**src/design/adcr_map.svh**
```systemverilog
// Offsets, field positions, reset values and counts of the converter register map.
`ifndef ADCR_MAP_SVH
`define ADCR_MAP_SVH

// Register addresses carried by the command byte.
`define ADCR_A_STATUS   6'h00
`define ADCR_A_CTRL     6'h01
`define ADCR_A_DATA     6'h02
`define ADCR_A_IO1      6'h03
`define ADCR_A_IO2      6'h04
`define ADCR_A_ID       6'h05
`define ADCR_A_ERR      6'h06
`define ADCR_A_ERREN    6'h07
`define ADCR_A_MCLK     6'h08
`define ADCR_A_CH0      6'h09
`define ADCR_A_CH15     6'h18
`define ADCR_A_CFG0     6'h19
`define ADCR_A_CFG7     6'h20
`define ADCR_A_FLT0     6'h21
`define ADCR_A_FLT7     6'h28
`define ADCR_A_OFS0     6'h29
`define ADCR_A_OFS7     6'h30
`define ADCR_A_GAIN0    6'h31
`define ADCR_A_LAST     6'h38

// Command byte fields.
`define ADCR_CMD_RW     6
`define ADCR_CMD_LAST   5'h07

// Status byte fields.
`define ADCR_ST_RDY     7
`define ADCR_ST_ERR     6
`define ADCR_ST_POR     4

// Channel register enable bit.
`define ADCR_CH_EN      15

// Reset values.
`define ADCR_R_CTRL     16'h0000
`define ADCR_R_IO1      24'h000000
`define ADCR_R_IO2      16'h0000
`define ADCR_R_ERREN    24'h000040
`define ADCR_R_CH0      16'h8001
`define ADCR_R_CHN      16'h0001
`define ADCR_R_CFG      16'h0860
`define ADCR_R_FLT      24'h060180
`define ADCR_R_OFS      24'h800000
`define ADCR_R_GAIN     24'h500000
`define ADCR_R_DATA     24'h000000
`define ADCR_R_BYTE     8'h00

// Transfer widths in bits.
`define ADCR_W8         5'h08
`define ADCR_W16        5'h10
`define ADCR_W24        5'h18

// Consecutive high data bits that force a full reset.
`define ADCR_RESET_ONES 7'h40

`endif

```
**src/design/adcr_pkg.sv**
```systemverilog
// Types shared by the converter register map modules.
package adcr_pkg;

    // Serial interface phase, one-hot.
    typedef enum logic [2:0] {
        ADCR_PH_CMD = 3'b001,
        ADCR_PH_WR  = 3'b010,
        ADCR_PH_RD  = 3'b100
    } adcr_phase_t;

endpackage

```
**src/design/adcr_ser_if.sv**
```systemverilog
// Carrier between the serial front end and the register core.
`timescale 1ns/1ps
interface adcr_ser_if;
    logic sclk_rise;   // One-cycle pulse on a serial clock rising edge.
    logic sclk_fall;   // One-cycle pulse on a serial clock falling edge.
    logic din_bit;     // Synchronised data input level.
    logic sel;         // Chip select is active.
    logic soft_rst;    // One-cycle pulse after the long run of high data bits.

    modport fe   (output sclk_rise, output sclk_fall, output din_bit, output sel, output soft_rst);
    modport core (input sclk_rise, input sclk_fall, input din_bit, input sel, input soft_rst);
endinterface

```
**src/design/adcr_regmap.sv**
```systemverilog
// Register map of the multichannel converter behind its serial command interface.
`timescale 1ns/1ps
module adcr_regmap
    import adcr_pkg::*;
#(
    parameter logic [7:0] ID_VALUE = 8'hA5  // Identity byte; the value is arbitrary.
) (
    // Clock and reset.
    input  wire logic        ref_clk_i,
    input  wire logic        resetn_i,
    // Serial pins.
    input  wire logic        sclk_i,
    input  wire logic        din_i,
    input  wire logic        cs_n_i,
    output logic             dout_o,
    // Converter side.
    input  wire logic [23:0] result_i,
    input  wire logic        result_load_i,
    input  wire logic [23:0] error_event_i,
    input  wire logic [7:0]  mclk_count_i,
    input  wire logic [3:0]  current_channel_index_i,
    output logic [15:0]      converter_control_o,
    output logic [15:0]      channel_enable_o
);
`include "adcr_map.svh"

    adcr_ser_if ser ();

    // Front end owns every asynchronous pin.
    adcr_serial_fe u_fe (
        .ref_clk_i (ref_clk_i),
        .resetn_i  (resetn_i),
        .sclk_i    (sclk_i),
        .din_i     (din_i),
        .cs_n_i    (cs_n_i),
        .ser       (ser)
    );

    // Serial state.
    adcr_phase_t phase, next_phase;
    logic [4:0]  bitcnt, next_bitcnt;     // Bits taken in this phase.
    logic [23:0] sh_in, next_sh_in;       // Incoming bits, newest in bit 0.
    logic [23:0] sh_out, next_sh_out;     // Outgoing bits, next one in bit 23.
    logic [5:0]  addr, next_addr;         // Target register select.
    logic [4:0]  width, next_width;       // Length of the data phase.
    // Register storage.
    logic [15:0] ctrl, next_ctrl;
    logic [23:0] io1, next_io1;
    logic [15:0] io2, next_io2;
    logic [23:0] erren, next_erren;
    logic [23:0] errs, next_errs;         // Sticky error flags.
    logic [23:0] data, next_data;
    logic [7:0]  mclk, next_mclk;
    logic        rdy, next_rdy;
    logic        por, next_por;
    logic [15:0] ch [16], next_ch [16];
    logic [15:0] cfg [8], next_cfg [8];
    logic [23:0] flt [8], next_flt [8];
    logic [23:0] ofs [8], next_ofs [8];
    logic [23:0] gn [8], next_gn [8];
    // Helpers.
    logic [7:0]  status;                  // Status byte as read.
    logic [7:0]  cmd_byte;                // Command byte on its last bit.
    logic [23:0] wr_word;                 // Data word on its last bit.
    logic [23:0] rd_word;                 // Value of the selected register.
    logic [4:0]  rd_width;                // Width of the selected register.

    // Bit five of the status byte is a fixed zero.
    assign status   = {rdy, |errs, 1'b0, por, current_channel_index_i};
    assign cmd_byte = {sh_in[6:0], ser.din_bit};
    assign wr_word  = {sh_in[22:0], ser.din_bit};

    // Decode the address in the command byte into a value and a width.
    always_comb begin
        rd_word  = 24'h000000;
        rd_width = `ADCR_W8;
        if (cmd_byte[5:0] == `ADCR_A_STATUS) begin
            rd_word = {16'h0000, status};
        end else if (cmd_byte[5:0] == `ADCR_A_CTRL) begin
            rd_word  = {8'h00, ctrl};
            rd_width = `ADCR_W16;
        end else if (cmd_byte[5:0] == `ADCR_A_DATA) begin
            rd_word  = data;
            rd_width = `ADCR_W24;
        end else if (cmd_byte[5:0] == `ADCR_A_IO1) begin
            rd_word  = io1;
            rd_width = `ADCR_W24;
        end else if (cmd_byte[5:0] == `ADCR_A_IO2) begin
            rd_word  = {8'h00, io2};
            rd_width = `ADCR_W16;
        end else if (cmd_byte[5:0] == `ADCR_A_ID) begin
            rd_word = {16'h0000, ID_VALUE};
        end else if (cmd_byte[5:0] == `ADCR_A_ERR) begin
            rd_word  = errs;
            rd_width = `ADCR_W24;
        end else if (cmd_byte[5:0] == `ADCR_A_ERREN) begin
            rd_word  = erren;
            rd_width = `ADCR_W24;
        end else if (cmd_byte[5:0] == `ADCR_A_MCLK) begin
            rd_word = {16'h0000, mclk};
        end else if (cmd_byte[5:0] <= `ADCR_A_CH15) begin
            rd_word  = {8'h00, ch[4'(cmd_byte[5:0] - `ADCR_A_CH0)]};
            rd_width = `ADCR_W16;
        end else if (cmd_byte[5:0] <= `ADCR_A_CFG7) begin
            rd_word  = {8'h00, cfg[3'(cmd_byte[5:0] - `ADCR_A_CFG0)]};
            rd_width = `ADCR_W16;
        end else if (cmd_byte[5:0] <= `ADCR_A_FLT7) begin
            rd_word  = flt[3'(cmd_byte[5:0] - `ADCR_A_FLT0)];
            rd_width = `ADCR_W24;
        end else if (cmd_byte[5:0] <= `ADCR_A_OFS7) begin
            rd_word  = ofs[3'(cmd_byte[5:0] - `ADCR_A_OFS0)];
            rd_width = `ADCR_W24;
        end else if (cmd_byte[5:0] <= `ADCR_A_LAST) begin
            rd_word  = gn[3'(cmd_byte[5:0] - `ADCR_A_GAIN0)];
            rd_width = `ADCR_W24;
        end
        // Addresses past the map read as one zero byte.
    end

    // Next values of the serial engine and of every register.
    always_comb begin
        next_phase = phase;
        next_bitcnt = bitcnt;
        next_sh_in = sh_in;
        next_sh_out = sh_out;
        next_addr = addr;
        next_width = width;
        next_ctrl = ctrl;
        next_io1 = io1;
        next_io2 = io2;
        next_erren = erren;
        next_errs = errs;
        next_mclk = mclk_count_i;
        next_rdy = rdy;
        next_por = por;
        next_data = data;
        next_ch = ch;
        next_cfg = cfg;
        next_flt = flt;
        next_ofs = ofs;
        next_gn = gn;
        // Read-clear side effects are applied first so that new events below win.
        if (!ser.sel) begin
            // Deselect abandons any half-done transfer.
            next_phase  = ADCR_PH_CMD;
            next_bitcnt = 5'h00;
        end else if (ser.sclk_rise) begin
            next_sh_in  = wr_word;
            next_bitcnt = bitcnt + 5'h01;
            case (phase)
                ADCR_PH_CMD: begin
                    if (bitcnt == 5'h00 && ser.din_bit) begin
                        next_bitcnt = 5'h00;
                    end else if (bitcnt == `ADCR_CMD_LAST) begin
                        next_bitcnt = 5'h00;
                        next_addr   = cmd_byte[5:0];
                        next_width  = rd_width;
                        if (cmd_byte[`ADCR_CMD_RW]) begin
                            // Align the value so its top bit leaves first.
                            next_phase  = ADCR_PH_RD;
                            next_sh_out = rd_word << (5'(`ADCR_W24 - rd_width));
                            if (cmd_byte[5:0] == `ADCR_A_STATUS) begin
                                next_por = 1'b0;
                            end
                            if (cmd_byte[5:0] == `ADCR_A_DATA) begin
                                next_rdy = 1'b1;
                            end
                            if (cmd_byte[5:0] == `ADCR_A_ERR) begin
                                next_errs = 24'h000000;
                            end
                        end else if (cmd_byte[5:0] != `ADCR_A_STATUS) begin
                            next_phase = ADCR_PH_WR;
                        end
                    end
                end
                ADCR_PH_WR: begin
                    if (bitcnt == width - 5'h01) begin
                        next_phase  = ADCR_PH_CMD;
                        next_bitcnt = 5'h00;
                        // Read-only and unmapped targets fall through untouched.
                        if (addr == `ADCR_A_CTRL) begin
                            next_ctrl = wr_word[15:0];
                        end else if (addr == `ADCR_A_IO1) begin
                            next_io1 = wr_word;
                        end else if (addr == `ADCR_A_IO2) begin
                            next_io2 = wr_word[15:0];
                        end else if (addr == `ADCR_A_ERREN) begin
                            next_erren = wr_word;
                        end else if (addr >= `ADCR_A_CH0 && addr <= `ADCR_A_CH15) begin
                            next_ch[4'(addr - `ADCR_A_CH0)] = wr_word[15:0];
                        end else if (addr >= `ADCR_A_CFG0 && addr <= `ADCR_A_CFG7) begin
                            next_cfg[3'(addr - `ADCR_A_CFG0)] = wr_word[15:0];
                        end else if (addr >= `ADCR_A_FLT0 && addr <= `ADCR_A_FLT7) begin
                            next_flt[3'(addr - `ADCR_A_FLT0)] = wr_word;
                        end else if (addr >= `ADCR_A_OFS0 && addr <= `ADCR_A_OFS7) begin
                            next_ofs[3'(addr - `ADCR_A_OFS0)] = wr_word;
                        end else if (addr >= `ADCR_A_GAIN0 && addr <= `ADCR_A_LAST) begin
                            next_gn[3'(addr - `ADCR_A_GAIN0)] = wr_word;
                        end
                    end
                end
                ADCR_PH_RD: begin
                    if (bitcnt == width - 5'h01) begin
                        next_phase  = ADCR_PH_CMD;
                        next_bitcnt = 5'h00;
                    end
                end
                default: begin
                    next_phase  = ADCR_PH_CMD;
                    next_bitcnt = 5'h00;
                end
            endcase
        end else if (ser.sclk_fall && phase == ADCR_PH_RD && bitcnt != 5'h00) begin
            // The first fall of a read keeps the top bit, since the host has not sampled it yet.
            next_sh_out = {sh_out[22:0], 1'b0};
        end
        // Enabled error events set their flags even during a clearing read.
        next_errs = next_errs | (error_event_i & erren);
        // A fresh result clears the ready bit even if a data read sets it.
        if (result_load_i) begin
            next_data = result_i;
            next_rdy  = 1'b0;
        end
        // The long run of ones returns every register except mclk to its reset value.
        if (ser.soft_rst) begin
            next_phase = ADCR_PH_CMD;
            next_bitcnt = 5'h00;
            next_sh_out = 24'h000000;
            next_ctrl = `ADCR_R_CTRL;
            next_io1 = `ADCR_R_IO1;
            next_io2 = `ADCR_R_IO2;
            next_erren = `ADCR_R_ERREN;
            next_errs = 24'h000000;
            next_data = `ADCR_R_DATA;
            next_rdy = 1'b0;
            next_por = 1'b1;
            for (int i = 0; i < 16; i++) begin
                next_ch[i] = (i == 0) ? `ADCR_R_CH0 : `ADCR_R_CHN;
            end
            for (int i = 0; i < 8; i++) begin
                next_cfg[i] = `ADCR_R_CFG;
                next_flt[i] = `ADCR_R_FLT;
                next_ofs[i] = `ADCR_R_OFS;
                next_gn[i] = `ADCR_R_GAIN;
            end
        end
    end

    // Register every group; power-on reset also loads sh_in, addr, width and mclk, which the soft reset leaves alone.
    always_ff @(posedge ref_clk_i or negedge resetn_i) begin
        if (!resetn_i) begin
            phase <= ADCR_PH_CMD;
            bitcnt <= 5'h00;
            sh_in <= 24'h000000;
            sh_out <= 24'h000000;
            addr <= `ADCR_A_STATUS;
            width <= `ADCR_W8;
            ctrl <= `ADCR_R_CTRL;
            io1 <= `ADCR_R_IO1;
            io2 <= `ADCR_R_IO2;
            erren <= `ADCR_R_ERREN;
            errs <= 24'h000000;
            data <= `ADCR_R_DATA;
            mclk <= `ADCR_R_BYTE;
            rdy <= 1'b0;
            por <= 1'b1;
            for (int i = 0; i < 16; i++) begin
                ch[i] <= (i == 0) ? `ADCR_R_CH0 : `ADCR_R_CHN;
            end
            for (int i = 0; i < 8; i++) begin
                cfg[i] <= `ADCR_R_CFG;
                flt[i] <= `ADCR_R_FLT;
                ofs[i] <= `ADCR_R_OFS;
                gn[i] <= `ADCR_R_GAIN;
            end
        end else begin
            phase <= next_phase;
            bitcnt <= next_bitcnt;
            sh_in <= next_sh_in;
            sh_out <= next_sh_out;
            addr <= next_addr;
            width <= next_width;
            ctrl <= next_ctrl;
            io1 <= next_io1;
            io2 <= next_io2;
            erren <= next_erren;
            errs <= next_errs;
            data <= next_data;
            mclk <= next_mclk;
            rdy <= next_rdy;
            por <= next_por;
            ch <= next_ch;
            cfg <= next_cfg;
            flt <= next_flt;
            ofs <= next_ofs;
            gn <= next_gn;
        end
    end

    // Outputs are flop values; enables are gathered bit by bit.
    assign dout_o              = sh_out[23];
    assign converter_control_o = ctrl;
    for (genvar g = 0; g < 16; g++) begin : g_en
        assign channel_enable_o[g] = ch[g][`ADCR_CH_EN];
    end
endmodule // adcr_regmap

```
**src/design/adcr_serial_fe.sv**
```systemverilog
// Serial pin synchroniser, edge detector and long-run reset detector.
`timescale 1ns/1ps
module adcr_serial_fe
    import adcr_pkg::*;
(
    // Clock and reset.
    input  wire logic ref_clk_i,
    input  wire logic resetn_i,
    // Serial pins.
    input  wire logic sclk_i,
    input  wire logic din_i,
    input  wire logic cs_n_i,
    // Events toward the core.
    adcr_ser_if.fe    ser
);
`include "adcr_map.svh"

    logic [2:0] sclk_q;      // Two synchroniser stages plus one edge stage.
    logic [1:0] din_q;       // Data synchroniser.
    logic [1:0] csn_q;       // Chip select synchroniser.
    logic [6:0] ones_cnt;    // Run length of high data bits.
    logic [6:0] next_ones_cnt;
    logic       fire;        // The run reached its limit this edge.

    // Edges come from the second and third stages only, never the first.
    assign ser.sclk_rise = sclk_q[1] & ~sclk_q[2];
    assign ser.sclk_fall = ~sclk_q[1] & sclk_q[2];
    assign ser.din_bit   = din_q[1];
    assign ser.sel       = ~csn_q[1];

    // Count high bits; saturate so one long run resets only once.
    always_comb begin
        next_ones_cnt = ones_cnt;
        fire          = 1'b0;
        if (ser.sclk_rise && ser.sel) begin
            if (!din_q[1]) begin
                next_ones_cnt = 7'h00;
            end else if (ones_cnt != `ADCR_RESET_ONES) begin
                next_ones_cnt = ones_cnt + 7'h01;
                fire          = (ones_cnt == (`ADCR_RESET_ONES - 7'h01));
            end
        end
    end

    // Register the pins, the counter and the reset pulse.
    always_ff @(posedge ref_clk_i or negedge resetn_i) begin
        if (!resetn_i) begin
            sclk_q       <= 3'h7;
            din_q        <= 2'h0;
            csn_q        <= 2'h3;
            ones_cnt     <= 7'h00;
            ser.soft_rst <= 1'b0;
        end else begin
            sclk_q       <= {sclk_q[1:0], sclk_i};
            din_q        <= {din_q[0], din_i};
            csn_q        <= {csn_q[0], cs_n_i};
            ones_cnt     <= next_ones_cnt;
            ser.soft_rst <= fire;
        end
    end

endmodule // adcr_serial_fe

```
**config.mk**
```make
export PLATFORM = sky130hd
export DESIGN_NAME = adcr_regmap
export DESIGN_NICKNAME = d
export VERILOG_FILES = /design/src/design/adcr_pkg.sv /design/src/design/adcr_ser_if.sv /design/src/design/adcr_regmap.sv /design/src/design/adcr_serial_fe.sv
export VERILOG_INCLUDE_DIRS = /design/src /design/src/design
export SDC_FILE = /design/constraint.sdc
export NUM_CORES = 2
export LEC_CHECK = 0
export BUFFER_PORTS_ARGS = -buffer_cell sky130_fd_sc_hd__buf_2
export CORE_MARGIN = 2
export CORE_UTILIZATION = 57
export DETAILED_ROUTE_END_ITERATION = 8
export PLACE_DENSITY = 0.81
export SYNTH_ARGS = -nofsm -noshare
export SYNTH_HDL_FRONTEND = slang
export SYNTH_HIERARCHICAL = 1
export SYNTH_SLANG_ARGS = --single-unit
```
**constraint.sdc**
```tcl
create_clock -name ref_clk_i -period 4.1 [get_ports ref_clk_i]
set_input_delay 0.41 -clock ref_clk_i [delete_from_list [all_inputs] [get_ports ref_clk_i]]
set_output_delay 0.41 -clock ref_clk_i [all_outputs]
set_load 0.01 [all_outputs]
```
==> metrics.yaml <==
synth:
  syn_area_um2: 58100
  synth_edf_count: 0
  synth_seq_area_share_pct: 50.9
  ys_async_sr_fraction_pct: 100
  yosysWarnings: 6
  syn_nets: 5463
  syn_avg_cell_area_um2: 10.8
  synth_cell_types: 90
  syn_inst: 5383
  ys_ff_latch: 1176
  synth_flop_cell: "dfrtp_1"
sta:
  finalSetupTns_ps: 0
  layout_setup_ws_ps: 47.8
  worst_slew_margin_rel_pct: 20.2
  rsz0062_at_grt: "false"
  finalHoldViolCount: 0
  setup_viol: 0
  post-route-min-period_ps: 4050
  slew_viol_final: 0
  max_freq_ghz: 0.247
  finalClockSkew_ps: 48.7
  period_share_pct: 98.8
  tightest_slew_ps: 1200
power_and_ir_drop:
  internal_power_mw: 19.7
  pwr-share-seq_pct: 43.7
  clock_power_share_pct: 41.3
  p_switching_mw: 7.90
  combPwrFrac_pct: 15.0
  peakVddDrop_uv: 389
  p_total_mw: 27.6
  switching_share_pct: 28.6
  p_per_area_nw_per_um2: 422
  p_leak_nw: 29.9
cells_and_area:
  areaGrowthSynthToFinish_pct: 12.4
  fill_cells: 7362
  final_util_pct: 64.4
  nNetsFinal: 5442
  drive_gt1_share_pct: 18.0
  layout_commonest_cell: "dfrtp_1"
  final_cell_mix: "dfrtp_1 (1,053), nor2_1 (826), mux2i_1 (735)"
  fin_area_um2: 65300
setup_path:
  critPathTopFamily: "compound AO/OA/AOI/OAI gates"
  critPathMaxStageDelay_ps: 610
  endpoint_kind: "register"
  worst_ep_required_time_ps: 4690
  crit_path_top_delay_cell: "o21ai_0"
  timing.rr.start: "sh_in[0]$_DFFE_PN0P_"
  cp_max_fo: 22
  reg2reg_slack_ps: 50
  critPathLaunchType: "register"
  crit_arrival_ps: 4640
  reg2regPathDepth: 13
  crit_top_cell: "buf_4"
  crit_path_cell_trace: "inv_1, buf_4, ha_4, buf_12, buf_4, mux4_2, mux2i_1, o22ai_1, o21ai_0, a32oi_1, a22oi_1, nand2b_1, a31oi_1"
  path_class: "reg2reg"
  r2r_end: "sh_out[20]$_DFFE_PN0P_"
  path_buf_inv: 4
grt:
  grt_max_degree: 200
  antenna_found_initial: 6
  grt_pass1_wl_um: 274000
  grt_usage_pct: 34.3
  grt_overflow: 0
  grt_pass1_vias: 44600
min_path:
  hp-start: "error_event_i[3]"
  holdPathEnd: "errs[3]$_DFF_PN0_"
  hold_path_class: "in2reg"
  whs_path_depth: 3
cts:
  clkLatencyLatePin_ps: 740
  cts.path.max_buffers: 3
  cts_setup_buffers: 0
  tritoncts: "yes"
  cts.clk_slew.worst_paths_ps: 60
  cts_max_level: 3
  cts-root-buf: "clkbuf_16"
  cts_buffers: 118
  clock_sinks: 1176
detailed_routing:
  drc: 0
  firstDrtPassIters: 7
  wirelength_um: 179000
  wire_per_inst_um: 26.2
  vias: 45200
  drtIter0Drc: 6168
  vias_per_cell: 6.61
  antenna_left: 0
outcome:
  status: "complete, no violations"
floorplanning:
  num_io_pins: 99
  die_y_um: 323
  core_um2: 101000
  rows: 117
  die_x_um: 323
  initial_utilization_pct: 57.3
  die_area_um2: 105000
placement:
  numPortBuffers: 98
  gp_congestion: 1.06
  dp_worst_setup_slack_ps: 223
  placed_cell_area_um2: 60600
  dp_hpwl_um: 111000
job:
  drv_cap: 0
## cell families (layout without fill, tap and decap cells)
| logic type | count (synthesis) | count (layout) | synth area share (%) |
|---|---|---|---|
| AOI/OAI and AO/OA | 773 | 773 | 8.40 |
| muxes | 993 | 993 | 22.3 |
| xor gates and xnor gates | 6 | 6 | 0.103 |
| and+or+nand+nor | 1869 | 1869 | 13.9 |
| other | 0 | 5 | 0 |
| DFF | 1176 | 1176 | 50.9 |
| adders and majority gates | 14 | 14 | 0.301 |
| buffers and inverters | 552 | 636 | 4.17 |
## power by group through the flow
stage          logic [mW]  registers, mW  clock network (mW)
2_1_floorplan        2.25           12.1                   0
3_3_place_gp         3.91           12.2                   0
3_5_place_dp         3.92           12.2                   0
4_1_cts              3.99           12.0                11.5
5_1_grt              4.27           12.1                12.0
6_report             4.14           12.1                11.4
## layout make-up
class                   instances  area [um^2]  share of cell area, %
diodes                          5         12.5                 0.0192
clock buffers                 171         3420                   5.24
clock inverters                54          689                   1.06
inverters                      24         90.1                  0.138
multi-input cells            3655        26400                   40.4
flip-flops and latches       1176        29600                   45.3
well taps                    1368         1710                   2.62
repair buffers                387         3460                   5.29
## sequential cells by signal, indices dropped and copies added (netlist names), 23 cells and up
signal	flops
io1	24
sh_in	23
cfg	128
ch	240
flt	192
errs	24
ofs	192
data	24
erren	24
gn	192
sh_out	24
## worst max-delay path by stage
stage	start	to	slack, ps	depth (start not counted)
floorplan	u_fe/din_q[1]$_DFF_PN0_	sh_out[22]$_DFFE_PN0P_	-10	18
global placement	sh_in[0]$_DFFE_PN0P_	sh_out[20]$_DFFE_PN0P_	240	13
detailed placement	sh_in[0]$_DFFE_PN0P_	sh_out[20]$_DFFE_PN0P_	220	10
CTS	sh_in[0]$_DFFE_PN0P_	sh_out[20]$_DFFE_PN0P_	190	10
global route	sh_in[0]$_DFFE_PN0P_	sh_out[20]$_DFFE_PN0P_	2	13
finish	sh_in[0]$_DFFE_PN0P_	sh_out[20]$_DFFE_PN0P_	50	13
## per-stage QoR
stage               cells  hold slack (ps)
floorplan            5383              114
global placement     6555              350
detailed placement   6555              348
CTS                  6835             1.91
global route         6839             41.7
finish               6840             36.2
## what timing repair did
action                                  CTS  global route
hold buffers                             55             0
endpoints found under the setup margin    0             3
endpoints found under the hold margin   117             0
gates resized for setup                   0             3
## cell usage after synthesis (78+ instances only)
cell type | count | share of area, %
a211o_1 | 101 | 1.5
nand2_1 | 520 | 3.4
mux2i_1 | 735 | 13
mux4_2 | 237 | 9.2
nor2_1 | 844 | 5.5
clkbuf_1 | 364 | 2.4
o21ai_0 | 145 | 1.2
nand3_1 | 267 | 2.3
nor2b_1 | 78 | 0.84
a21oi_1 | 299 | 2.6
dfrtp_1 | 1070 | 46
dfstp_2 | 106 | 4.8
## per-layer routing
| layer | GRT usage (%) | wire (um) | up-vias |
|---|---|---|---|
| li1 | - | - | 18900 |
| met1 | 46.8 | 68000 | 22900 |
| met2 | 51.4 | 81400 | 2832 |
| met3 | 8.47 | 20300 | 538 |
| met4 | 17.0 | 9300 | 2 |
| met5 | 0 | 10 | - |
## worst reg2reg max path: stages, from the launching register on
cell and delay, ps:
dfrtp_2 370, inv_1 50, buf_4 160, ha_4 490
buf_12 260, buf_4 240, mux4_2 330, mux2i_1 280
o22ai_1 290, o21ai_0 610, a32oi_1 330, a22oi_1 280
nand2b_1 140, a31oi_1 80
(Power assumes the default switching activity.)
